File: config.mk
export PLATFORM = sky130hd
export DESIGN_NAME = pcd_phase_decode
export DESIGN_NICKNAME = d
export VERILOG_FILES = /design/src/pcd_phase_decode_notes_unused.sv /design/src/pcd_cmd_decode.sv /design/src/pcd_phase_decode.sv
export SDC_FILE = /design/constraint.sdc
export NUM_CORES = 1
export LEC_CHECK = 0
export BUFFER_PORTS_ARGS = -buffer_cell sky130_fd_sc_hd__buf_2
export CORE_ASPECT_RATIO = 0.8
export CORE_MARGIN = 1
export CORE_UTILIZATION = 50
export DETAILED_ROUTE_END_ITERATION = 8
export PLACE_DENSITY = 0.76
export SETUP_SLACK_MARGIN = 0.15
export SYNTH_ARGS = -nofsm -noshare
export SYNTH_HDL_FRONTEND = slang
export SYNTH_SLANG_ARGS = --single-unit
File: constraint.sdc
create_clock -name CLOCK_I -period 5.15 [get_ports CLOCK_I]
set_clock_uncertainty 0.15 [all_clocks]
set_input_delay 0.515 -clock CLOCK_I [delete_from_list [all_inputs] [get_ports CLOCK_I]]
set_output_delay 0.515 -clock CLOCK_I [all_outputs]
set_load 0.05 [all_outputs]
File: src/pcd_phase_decode_notes_unused.sv
`timescale 1ns/1ps

File: src/pcd_cmd_decode.sv
/*
  pcd_pkg: shared constants, command kinds and state type for the
  bus phase and command decode front end.
  pcd_cmd_decode: purely combinational classifier of a 4-bit bus
  command code sampled in the address phase.
  assumes the code is taken from the command/byte-enable lines while
  the frame signal is asserted; it holds no state of its own.
*/
package pcd_pkg;
  localparam int AD_W = 32;
  localparam int BE_W = 4;
  localparam int CMD_W = 4;
  // command codes, line 3 down to line 0
  localparam logic [3:0] CMD_INT_ACK = 4'h0;
  localparam logic [3:0] CMD_SPECIAL = 4'h1;
  localparam logic [3:0] CMD_IO_RD = 4'h2;
  localparam logic [3:0] CMD_IO_WR = 4'h3;
  localparam logic [3:0] CMD_RSVD_4 = 4'h4;
  localparam logic [3:0] CMD_RSVD_5 = 4'h5;
  localparam logic [3:0] CMD_MEM_RD = 4'h6;
  localparam logic [3:0] CMD_MEM_WR = 4'h7;
  localparam logic [3:0] CMD_RSVD_8 = 4'h8;
  localparam logic [3:0] CMD_RSVD_9 = 4'h9;
  localparam logic [3:0] CMD_CFG_RD = 4'ha;
  localparam logic [3:0] CMD_CFG_WR = 4'hb;
  localparam logic [3:0] CMD_MEM_RD_MULT = 4'hc;
  localparam logic [3:0] CMD_DUAL_ADDR = 4'hd;
  localparam logic [3:0] CMD_MEM_RD_LINE = 4'he;
  localparam logic [3:0] CMD_MEM_WR_INV = 4'hf;
  // burst address step and type-0 config marker in the low address bits
  localparam logic [31:0] ADDR_STEP = 32'h0000_0004;
  localparam logic [1:0] CFG_TYPE0 = 2'h0;
  // reset values
  localparam logic [31:0] ADDR_RST = 32'h0000_0000;
  localparam logic [3:0] CMD_RST = 4'h0;
  localparam logic [3:0] BE_RST = 4'h0;
  localparam logic [31:0] DATA_RST = 32'h0000_0000;
  // open-drain line is only ever pulled low
  localparam logic OD_LOW = 1'b0;

  typedef enum logic [3:0] {
    PCD_K_INT_ACK,
    PCD_K_SPECIAL,
    PCD_K_IO_RD,
    PCD_K_IO_WR,
    PCD_K_MEM_RD,
    PCD_K_MEM_WR,
    PCD_K_CFG_RD,
    PCD_K_CFG_WR,
    PCD_K_MEM_RD_MULT,
    PCD_K_DUAL_ADDR,
    PCD_K_MEM_RD_LINE,
    PCD_K_MEM_WR_INV,
    PCD_K_RESERVED
  } pcd_kind_t;

  typedef enum logic [2:0] {
    PCD_IDLE,
    PCD_DATA,
    PCD_HOLD,
    PCD_OTHER
  } pcd_state_t;
endpackage

`timescale 1ns/1ps
module pcd_cmd_decode
  import pcd_pkg::*;
(
  // command code from the address phase
  input wire logic [3:0] cmd_i,
  // classification
  output pcd_kind_t kind_o,
  output logic reserved_o,
  output logic is_read_o,
  output logic is_mem_o,
  output logic is_io_o,
  output logic is_cfg_o
);
  always_comb
  begin
    kind_o = PCD_K_RESERVED;
    case (cmd_i)
      CMD_INT_ACK: kind_o = PCD_K_INT_ACK;
      CMD_SPECIAL: kind_o = PCD_K_SPECIAL;
      CMD_IO_RD: kind_o = PCD_K_IO_RD;
      CMD_IO_WR: kind_o = PCD_K_IO_WR;
      CMD_RSVD_4: kind_o = PCD_K_RESERVED;
      CMD_MEM_RD: kind_o = PCD_K_MEM_RD;
      CMD_MEM_WR: kind_o = PCD_K_MEM_WR;
      CMD_CFG_RD: kind_o = PCD_K_CFG_RD;
      CMD_CFG_WR: kind_o = PCD_K_CFG_WR;
      CMD_MEM_RD_MULT: kind_o = PCD_K_MEM_RD_MULT;
      CMD_DUAL_ADDR: kind_o = PCD_K_DUAL_ADDR;
      CMD_MEM_RD_LINE: kind_o = PCD_K_MEM_RD_LINE;
      CMD_MEM_WR_INV: kind_o = PCD_K_MEM_WR_INV;
      CMD_RSVD_5, CMD_RSVD_8, CMD_RSVD_9: kind_o = PCD_K_RESERVED;
      default: kind_o = PCD_K_RESERVED;
    endcase
  end

  assign reserved_o = (kind_o == PCD_K_RESERVED);
  assign is_read_o = (kind_o == PCD_K_IO_RD) || (kind_o == PCD_K_MEM_RD) || (kind_o == PCD_K_CFG_RD)
                     || (kind_o == PCD_K_MEM_RD_MULT) || (kind_o == PCD_K_MEM_RD_LINE);
  assign is_mem_o = (kind_o == PCD_K_MEM_RD) || (kind_o == PCD_K_MEM_WR) || (kind_o == PCD_K_MEM_RD_MULT)
                    || (kind_o == PCD_K_MEM_RD_LINE) || (kind_o == PCD_K_MEM_WR_INV);
  assign is_io_o = (kind_o == PCD_K_IO_RD) || (kind_o == PCD_K_IO_WR);
  assign is_cfg_o = (kind_o == PCD_K_CFG_RD) || (kind_o == PCD_K_CFG_WR);
endmodule

File: src/pcd_phase_decode.sv
/*
  pcd_phase_decode: bus front end that finds address and data phases,
  captures address and command, claims matching transactions as a
  simple target and drives the sustained lines with proper handover.
  assumes all pin inputs are synchronous to CLOCK_I and that the
  surrounding pad logic resolves each line from its output enable.
*/
`timescale 1ns/1ps
module pcd_phase_decode
  import pcd_pkg::*;
#(
  parameter logic [31:0] MEM_BASE = 32'h1000_0000,
  parameter logic [31:0] MEM_MASK = 32'hffff_f000,
  parameter logic [31:0] IO_BASE = 32'h0000_1000,
  parameter logic [31:0] IO_MASK = 32'hffff_ff00
)
(
  // clock and reset
  input wire logic CLOCK_I,
  input wire logic RST_I,
  // bus lines as seen on the wire
  input wire logic [31:0] AD_I,
  input wire logic [3:0] CBE_N_I,
  input wire logic FRAME_N_I,
  input wire logic IRDY_N_I,
  input wire logic TRDY_N_I,
  input wire logic IDSEL_I,
  // bus lines driven by this target
  output logic [31:0] AD_O,
  output logic AD_OE_O,
  output logic DEVSEL_N_O,
  output logic DEVSEL_OE_O,
  output logic TRDY_N_O,
  output logic TRDY_OE_O,
  // open-drain attention line
  output logic ATTN_N_O,
  output logic ATTN_OE_O,
  // user side: requests and read data
  input wire logic ATTN_REQ_I,
  input wire logic TARGET_READY_I,
  input wire logic [31:0] RD_DATA_I,
  // user side: decoded phase information
  output logic ADDR_PHASE_O,
  output logic [31:0] ADDR_O,
  output logic [3:0] CMD_CODE_O,
  output pcd_kind_t CMD_KIND_O,
  output logic CMD_RESERVED_O,
  output logic CMD_READ_O,
  output logic CLAIMED_O,
  output logic ACTIVE_O,
  output logic XFER_O,
  output logic [31:0] XFER_DATA_O,
  output logic [3:0] XFER_BE_O,
  output logic XFER_LAST_O,
  output logic BUS_XFER_O
);
  pcd_state_t state;
  pcd_state_t next_state;
  logic bus_idle;
  logic read_q;
  logic turn_done;
  logic [31:0] next_addr;

  pcd_kind_t dec_kind;
  logic dec_reserved;
  logic dec_read;
  logic dec_mem;
  logic dec_io;
  logic dec_cfg;

  // command lines carry the code only in the address phase
  pcd_cmd_decode u_cmd_decode
  (
    .cmd_i(CBE_N_I),
    .kind_o(dec_kind),
    .reserved_o(dec_reserved),
    .is_read_o(dec_read),
    .is_mem_o(dec_mem),
    .is_io_o(dec_io),
    .is_cfg_o(dec_cfg)
  );

  // active-low frame, irdy and trdy lines are inverted once, here
  wire frame_act = ~FRAME_N_I;
  wire irdy_act = ~IRDY_N_I;
  wire trdy_act = ~TRDY_N_I;

  // address phase: frame asserted on an idle bus
  wire addr_phase = frame_act & bus_idle;
  // a data word moves only when both ready lines are low
  wire bus_xfer = irdy_act & trdy_act;
  wire own_xfer = bus_xfer & (state == PCD_DATA);
  // last data phase: frame already released by the initiator
  wire last_phase = FRAME_N_I;
  // initiator gave up without a transfer
  wire init_gone = FRAME_N_I & IRDY_N_I;

  wire mem_hit = dec_mem & ((AD_I & MEM_MASK) == MEM_BASE);
  wire io_hit = dec_io & ((AD_I & IO_MASK) == IO_BASE);
  wire cfg_hit = dec_cfg & IDSEL_I & (AD_I[1:0] == CFG_TYPE0);
  // reserved codes never claim, whatever the address
  wire claim = addr_phase & ~dec_reserved & (mem_hit | io_hit | cfg_hit);

  // trdy for the next clock: held while waiting for irdy, dropped after a transfer
  // so the user sees the stepped address before new read data is taken
  wire trdy_low_now = ~TRDY_N_O & TRDY_OE_O;
  wire next_trdy = (state == PCD_DATA) & ~init_gone
                   & (own_xfer ? 1'b0 : (trdy_low_now | (TARGET_READY_I & turn_done)));
  wire load_rd = (state == PCD_DATA) & read_q & TARGET_READY_I & turn_done & ~trdy_low_now & ~own_xfer;

  assign next_addr = ADDR_O + ADDR_STEP;
  // never driven high, only pulled low or released
  assign ATTN_N_O = OD_LOW;

  always_comb
  begin
    next_state = state;
    case (state)
      PCD_IDLE:
      begin
        if (claim)
          next_state = PCD_DATA;
        else if (addr_phase)
          next_state = PCD_OTHER;
      end
      PCD_DATA:
      begin
        if ((own_xfer & last_phase) | init_gone)
          next_state = PCD_HOLD;
      end
      // a new address phase may follow the idle clock straight away
      PCD_HOLD:
      begin
        if (claim)
          next_state = PCD_DATA;
        else if (addr_phase)
          next_state = PCD_OTHER;
        else
          next_state = PCD_IDLE;
      end
      PCD_OTHER:
      begin
        if (init_gone)
          next_state = PCD_IDLE;
      end
      default:
        next_state = PCD_IDLE;
    endcase
  end

  always_ff @(posedge CLOCK_I or posedge RST_I)
  begin
    if (RST_I)
    begin
      state <= PCD_IDLE;
      bus_idle <= 1'b1;
    end
    else
    begin
      state <= next_state;
      bus_idle <= init_gone;
    end
  end

  // capture of address and command, stepped on each burst word
  always_ff @(posedge CLOCK_I or posedge RST_I)
  begin
    if (RST_I)
    begin
      ADDR_O <= ADDR_RST;
      CMD_CODE_O <= CMD_RST;
      CMD_KIND_O <= PCD_K_RESERVED;
      CMD_RESERVED_O <= 1'b0;
      CMD_READ_O <= 1'b0;
      read_q <= 1'b0;
    end
    else if (addr_phase)
    begin
      ADDR_O <= AD_I;
      CMD_CODE_O <= CBE_N_I;
      CMD_KIND_O <= dec_kind;
      CMD_RESERVED_O <= dec_reserved;
      CMD_READ_O <= dec_read;
      read_q <= dec_read;
    end
    else if (own_xfer)
    begin
      ADDR_O <= next_addr;
    end
  end

  // phase pulses and claim status
  always_ff @(posedge CLOCK_I or posedge RST_I)
  begin
    if (RST_I)
    begin
      ADDR_PHASE_O <= 1'b0;
      CLAIMED_O <= 1'b0;
      ACTIVE_O <= 1'b0;
      BUS_XFER_O <= 1'b0;
    end
    else
    begin
      ADDR_PHASE_O <= addr_phase;
      CLAIMED_O <= addr_phase ? claim : (CLAIMED_O & (next_state != PCD_IDLE));
      ACTIVE_O <= (next_state == PCD_DATA);
      BUS_XFER_O <= bus_xfer & ~bus_idle;
    end
  end

  // data phase capture: write or read data and lane enables
  always_ff @(posedge CLOCK_I or posedge RST_I)
  begin
    if (RST_I)
    begin
      XFER_O <= 1'b0;
      XFER_LAST_O <= 1'b0;
      XFER_DATA_O <= DATA_RST;
      XFER_BE_O <= BE_RST;
    end
    else
    begin
      XFER_O <= own_xfer;
      XFER_LAST_O <= own_xfer & last_phase;
      if (own_xfer)
      begin
        XFER_DATA_O <= read_q ? AD_O : AD_I;
        // enable line n gates lane n, low means lane used
        XFER_BE_O <= ~CBE_N_I;
      end
    end
  end

  // address/data turnaround: the initiator drove the address in the
  // address phase, so the target waits two clocks before taking the lines
  always_ff @(posedge CLOCK_I or posedge RST_I)
  begin
    if (RST_I)
      turn_done <= 1'b0;
    else
      turn_done <= (state == PCD_DATA) & (next_state == PCD_DATA);
  end

  // read data onto the shared lines
  always_ff @(posedge CLOCK_I or posedge RST_I)
  begin
    if (RST_I)
    begin
      AD_O <= DATA_RST;
      AD_OE_O <= 1'b0;
    end
    else
    begin
      if (load_rd)
        AD_O <= RD_DATA_I;
      // only after the turnaround clock and only for reads
      AD_OE_O <= read_q & turn_done & (next_state == PCD_DATA);
    end
  end

  // sustained lines: select low while active, ready low only when ready, both high one clock in hold, then released
  // enable rises only from idle after a claim, which is at least one clock
  // past the previous owner's release since the bus was seen idle
  always_ff @(posedge CLOCK_I or posedge RST_I)
  begin
    if (RST_I)
    begin
      DEVSEL_N_O <= 1'b1;
      DEVSEL_OE_O <= 1'b0;
      TRDY_N_O <= 1'b1;
      TRDY_OE_O <= 1'b0;
    end
    else
    begin
      DEVSEL_N_O <= ~(next_state == PCD_DATA);
      DEVSEL_OE_O <= (next_state == PCD_DATA) | (next_state == PCD_HOLD);
      TRDY_N_O <= ~next_trdy;
      TRDY_OE_O <= (next_state == PCD_DATA) | (next_state == PCD_HOLD);
    end
  end

  // attention: enable pulls the wire low, release lets the pullup win
  always_ff @(posedge CLOCK_I or posedge RST_I)
  begin
    if (RST_I)
      ATTN_OE_O <= 1'b0;
    else
      ATTN_OE_O <= ATTN_REQ_I;
  end
endmodule

; Word level (Yosys, flattened, before mapping)
; Memories as Yosys holds them, arrays and structs flattened.
; Index checks and enable logic that the tools add are counted.
[word_totals]
ff_bits = 126
latch_bits = 0
ramBits = 0
romBits = 64
output_inout_bits = 123
elab_cells = 109
n_memories = 1
[memory_table]
columns = memory, depth, width, read_ports, rd_clocked_by_memory_dff, write_ports, line
row1 = (name not given), 16, 4, 1, 0, 0, pcd_cmd_decode.sv:82  ; case (cmd_i)
[op_classes]
addsub = 1
n_mul = 0
div_mod_pow = 0
order_cmp = 0
n_eq_ne = 17
shifts = 0
mux = 12
bitwise_logic = 42
n_reduce_logical = 14
[ops]
columns = operator, count
row1 = $mux W32, 3
row2 = $add A32 B3 Y32 const B, 1
row3 = $and A1 B1 Y1, 25
row4 = $eq A24 B5 Y1 const B, 1
row5 = $eq A20 B17 Y1 const B, 1
row6 = $eq A4 B3 Y1 const B, 4
row7 = $eq A4 B4 Y1 const B, 4
row8 = $mux W3, 4
row9 = $pmux W3 S4, 1
row10 = $not A1 Y1, 11
row11 = $logic_or A1 B1 Y1, 10
row12 = $eq A3 B2 Y1 const B, 3
row13 = $eq A4 B2 Y1 const B, 2
row14 = $eq A3 B1 Y1 const B, 2
row15 = $or A1 B1 Y1, 5
row16 = $mux W2, 2
row17 = $not A4 Y4, 1
row18 = $logic_not A3 Y1, 1
row19 = $reduce_bool A3 Y1, 1
row20 = $logic_not A2 Y1, 1
row21 = $mux W1, 2
row22 = $reduce_bool A2 Y1, 1

; Depth between registers and ports, before layout
; An unclocked memory read counts as a cell.
[depth]
word_depth = 15
depth_mapped = 6
depth_no_buf = 5

; By module
; A second synthesis with hierarchy kept.
[unflattened]
hier_cells = 557
area_unflattened_um2 = 5883.1
[by_module_without_submodules]
columns = mod, instances, cells_per_inst, area_per_inst_um2, seq_area_each_um2
row1 = pcd_phase_decode, 1, 540, 5768.0, 3159.3
row2 = pcd_cmd_decode, 1, 17, 115.1, 0.0

; Worst setup path after synthesis
; Ideal clock, no wire load.
[synth_timing]
kind = register to register
from = register ADDR_O[8]
to = register ADDR_O[31]
setup_ns = 0.082
arrival_time_ns = 2.056
required_time_ns = 4.918
setup_slack_ns = 2.862
path_stages_with_launch = 6
n_path_buf = 1
period_less_slack_ns = 2.288
cell_sequence = dfrtp_1 and4_1 nand4_2 clkbuf_1 or4_1 a31oi_1
[synth_via]
elab_chain_len = 3
[synth_rtl]
columns = item, line
row1 = "start, declared", pcd_phase_decode.sv:44  ; output logic [31:0] ADDR_O,
row2 = "start signal, assigned", pcd_phase_decode.sv:188  ; ADDR_O <= next_addr;
row3 = $add A32 B3 Y32, pcd_phase_decode.sv:111  ; assign next_addr = ADDR_O + ADDR_STEP;
row4 = $mux W32, pcd_phase_decode.sv:186  ; else if (own_xfer)
row5 = $mux W32, pcd_phase_decode.sv:177  ; else if (addr_phase)
; No other way between the ends. The select of a mux whose other input is x is not followed.
; A chain may end at the register's enable or synchronous reset.

; Final worst setup path
[layout_timing]
from = register state[1]
to = register AD_O[0]
[layout_via]
elab_chain_len = 6
elab_cells_between_ends = 8
classes_between = eq/ne (1) / bitwise (7)
[layout_rtl]
columns = item, line
row1 = "start, declared", pcd_phase_decode.sv:57  ; pcd_state_t state;
row2 = "start signal, assigned", pcd_phase_decode.sv:160  ; state <= next_state;
row3 = $eq A3 B1 Y1 *, "pcd_phase_decode.sv:92, pcd_phase_decode.sv:109"
row4 = $and A1 B1 Y1 (4 in series), pcd_phase_decode.sv:109  ; wire load_rd = (state == PCD_DATA) & read_q & TARGET_READY_I & turn_done & ~trdy_low_now & ~own_xfer;
row5 = $and A1 B1 Y1 *, pcd_phase_decode.sv:109
row6 = "end signal, assigned", pcd_phase_decode.sv:249  ; AD_O <= DATA_RST;
row7 = "end signal, assigned", pcd_phase_decode.sv:255  ; AD_O <= RD_DATA_I;
row8 = "end, declared", pcd_phase_decode.sv:29  ; output logic [31:0] AD_O,
; Every way passes the cells marked *; elsewhere a longest branch is shown, timed or not.

==> key figures <==
Critical path
  – Worst path slowest cell: nor3_4
  – CP peak stage delay: 0.76 ns
  – Delay-heaviest family, CP: simple AND/OR/NAND/NOR gates
  – Crit path max fanout: 17
  – R2R cell count: 4
  – Setup crit end kind: flop
  – Reg-to-Reg Start: state[1]$_DFF_PP0_
  – Bufs and invs on worst path: 1
  – Required time of the worst setup path: 5.29 ns
  – Worst EP arrival: 2.91 ns
  – CP cell instances: or3b_1 -> nor3_4 -> buf_4 -> mux2_2
  – Type of origin of the critical path: flop
  – Critical R2R Capture: AD_O[0]$_DFFE_PP0P_
  – Flop-to-flop setup slack: 2.37 ns
  – Crit Path Class: flop to flop

Route
  – Drt wl/cell: 18.2 um
  – Routed Antenna Nets: 0
  – Number of remaining DRC errors: 0
  – Detailed Route WL: 16.2 mm
  – 1st-pass router iterations: 5
  – Starting DRT DRC Count: approximately 270
  – Routed vias: roughly 5k
  – Drt via density: 5.69

CTS
  – Clock Pin Slew Worst Setup and Hold Paths: 0.05 ns
  – TritonCTS clock tree: built
  – Root buffer cell: clkbuf_16
  – H-tree depth: 4
  – CTS Buffer Depth: 2
  – Total CTS buffers: 17
  – # resized after CTS: 0
  – Hold buffers post-CTS: 0
  – Postcts setup bufs: 0
  – Clock latency on the worst-skew pair: 0.41 ns
  – CTS Sinks: roughly 130

Floorplanning
  – Rows: 34
  – Initial core utilization: 0.523
  – Core Box Area: roughly 11000 sq um
  – I/O Pins: 199
  – Die width: 122 um
  – Die area: 12000 sq um
  – Die height: 98.2 um

GRT
  – GRT Overall Usage: 0.284
  – First-pass GRT wire length: 26.1 mm
  – Total grt overflow: 0
  – Vias in the first global route: 5058
  – Initial antenna violation count: 0
  – Largest net degree at the start of global routing: 81

Pwr
  – PD cells: 426 nW/um^2
  – Switch Pwr: 1.12 mW
  – Combinational fraction of design power: 0.243
  – Flop pwr share: 0.373
  – Sw Share: 0.351
  – Worst vdd ir: 243 uV
  – Leak pwr: 3.71 nW
  – Clock share of power: 0.384
  – Cell internal pwr: 2.07 mW
  – Overall power: 3.19 mW

Synth
  – Mapped Cells: 546
  – Yosys cell types: 52
  – Yosys top cell by area: dfrtp_1
  – Sequential element share of the synthesized area: 0.546
  – Mean Syn Cell Area: 10.6 sq um
  – Netlist Area Pre-Place: between 5000 and 6000 sq um
  – Most area-consuming cells after synthesis: dfrtp_1 52%, mux2_2 5.8%, mux2i_1 5.5%, nand2_1 5.5%, o21ai_0 4.8%
  – Seq cells post-synth: 126
  – Synth Warn #: 0
  – Area share of the leading cell type in the synthesized netlist: 0.523

STA
  – Fin worst setup slack: around 2.4 ns
  – Minimum clock period: 2.78 ns
  – Final hold viol count: 0
  – Worst slew pin tran: 1.22 ns
  – Setup tns final: 0 ns
  – RSZ-0062 raised after global routing: no
  – Slew headroom: 0.181
  – Final Setup Violations: 0
  – Fmax: 360 MHz
  – Final period util: 0.540
  – Final max-slew violation count: 0

Placed design
  – Placer congestion estimate: 0.822
  – Placed instance area: 6860 sq um
  – Port buffer count: 197
  – DPL Wire Length: around 11 mm
  – Place WS: between 2 and 2.5 ns

Hold path
  – Hold Crit Class: primary input to flop
  – Min-delay src: ATTN_REQ_I
  – WHS Endpoint: ATTN_OE_O$_DFF_PP0_
  – Hold path depth: 1

Final layout
  – Synth-to-Final Area Change: 29.3%
  – Design Area, Final: 7480 sq um
  – Diode count: 0
  – Share of layout cells above drive strength 1: 0.376
  – Nets: 811
  – Layout filler cell count: 907

Run
  – Max-cap violations: 0

Run status
  – Outcome: finished clean
## state kept, by name, summed over array words and instances, names as in the netlist, 3 cells and up
signal       count
CMD_CODE_O       4
XFER_BE_O        4
AD_O            32
XFER_DATA_O     32
CMD_KIND_O       4
state            3
ADDR_O          32
## cell families (layout without fill, tap and decap cells)
kind of cell	count (synthesis)	in the layout	share of synthesized area
xor gates and xnor gates	8	8	0.0121
other	1	2	0.000648
adders and majority gates	2	2	0.00389
DFF	126	126	0.546
AOI/OAI and AO/OA	113	113	0.117
buffers and inverters	41	241	0.0288
muxes	64	64	0.118
and+or+nand+nor	191	191	0.174
## routing by layer
layer,share of wire,up-vias,GRT usage
met5,0,-,0
met4,0.012,0,0.0872
met3,0.075,19,0.0666
met2,0.47,227,0.447
met1,0.44,2474,0.390
li1,-,2352,-
## stage by stage
step / util / cells / hold WS, ns
after global routing: 0.676 / 891 / 0.0510
after CTS: 0.676 / 891 / 0.0434
final: 0.676 / 891 / 0.0596
after floorplan: - / 547 / 0.357
after detailed placement: 0.620 / 859 / 0.311
after global placement: 0.620 / 859 / 0.305
## cell usage after synthesis, drive strengths merged
cell       n
a2111o     2
ha         1
clkbuf    25
xnor2      2
or3b       1
a221o      1
nor3b      2
nand3     12
o22ai      1
dfrtp    121
nand2b     4
mux2i     32
o21bai     1
o211ai     1
a2111oi    1
nor4b      4
a21oi      3
conb       1
buf        8
or4       15
a211oi     2
mux2      32
and4bb     1
a21o       2
nor4       4
xor2       6
nor3       3
nand2     84
and2       1
o21ai     58
inv        8
nor2b      3
dfstp      5
and3       4
and4       4
or3        9
maj3       1
o31ai     16
a31oi     24
nor2      31
a21boi     1
nand4      9
## area by class of cell
| cell class | instances | area, sq um | area share |
|---|---|---|---|
| Timing Repair Buffer | 201 | 1020 | 0.136 |
| Clock buffer | 23 | 508 | 0.0679 |
| Tap cell | 144 | 180 | 0.0241 |
| Clock inverter | 9 | 106 | 0.0142 |
| Sequential cell | 126 | 3160 | 0.423 |
| Multi-Input combinational cell | 380 | 2470 | 0.331 |
| Inverter | 8 | 32.5 | 0.00435 |
## power by group through the flow
stage	combinational, mW	sequential [mW]	clock, mW
after CTS	0.780	1.19	1.24
after global routing	0.822	1.21	1.27
after floorplan	0.196	1.56	0
after global placement	0.762	1.20	0
after detailed placement	0.776	1.20	0
final	0.775	1.19	1.22
## how the worst max path moves through the flow
stage	cells after the start	end	start	slack, ns
after CTS	4	AD_O[0]$_DFFE_PP0P_	state[1]$_DFF_PP0_	2.37
after global placement	4	AD_O[15]$_DFFE_PP0P_	state[1]$_DFF_PP0_	2.49
after detailed placement	4	AD_O[0]$_DFFE_PP0P_	state[1]$_DFF_PP0_	2.40
after floorplan	1	ACTIVE_O$_DFF_PP0_	RST_I	1.14
final	4	AD_O[0]$_DFFE_PP0P_	state[1]$_DFF_PP0_	2.37
after global routing	4	AD_O[0]$_DFFE_PP0P_	state[1]$_DFF_PP0_	2.24
## cell usage in the layout (no fill, tap or decap), drive strengths merged, types with 2 or more instances in the layout
cell type	instances
nand2	84
clkinv	4
and3	4
nand3	12
or3	9
clkinvlp	3
nand4	9
inv	8
nor2	31
o31ai	16
conb	2
xor2	6
dfrtp	121
mux2	32
bufinv	2
a2111o	2
nor2b	3
nor3	3
nor4	4
clkbuf	23
dfstp	5
a21oi	3
mux2i	32
or4	15
o21ai	58
nor3b	2
a31oi	24
nor4b	4
xnor2	2
and4	4
nand2b	4
a211oi	2
a21o	2
buf	201
(Power assumes the default switching activity.)
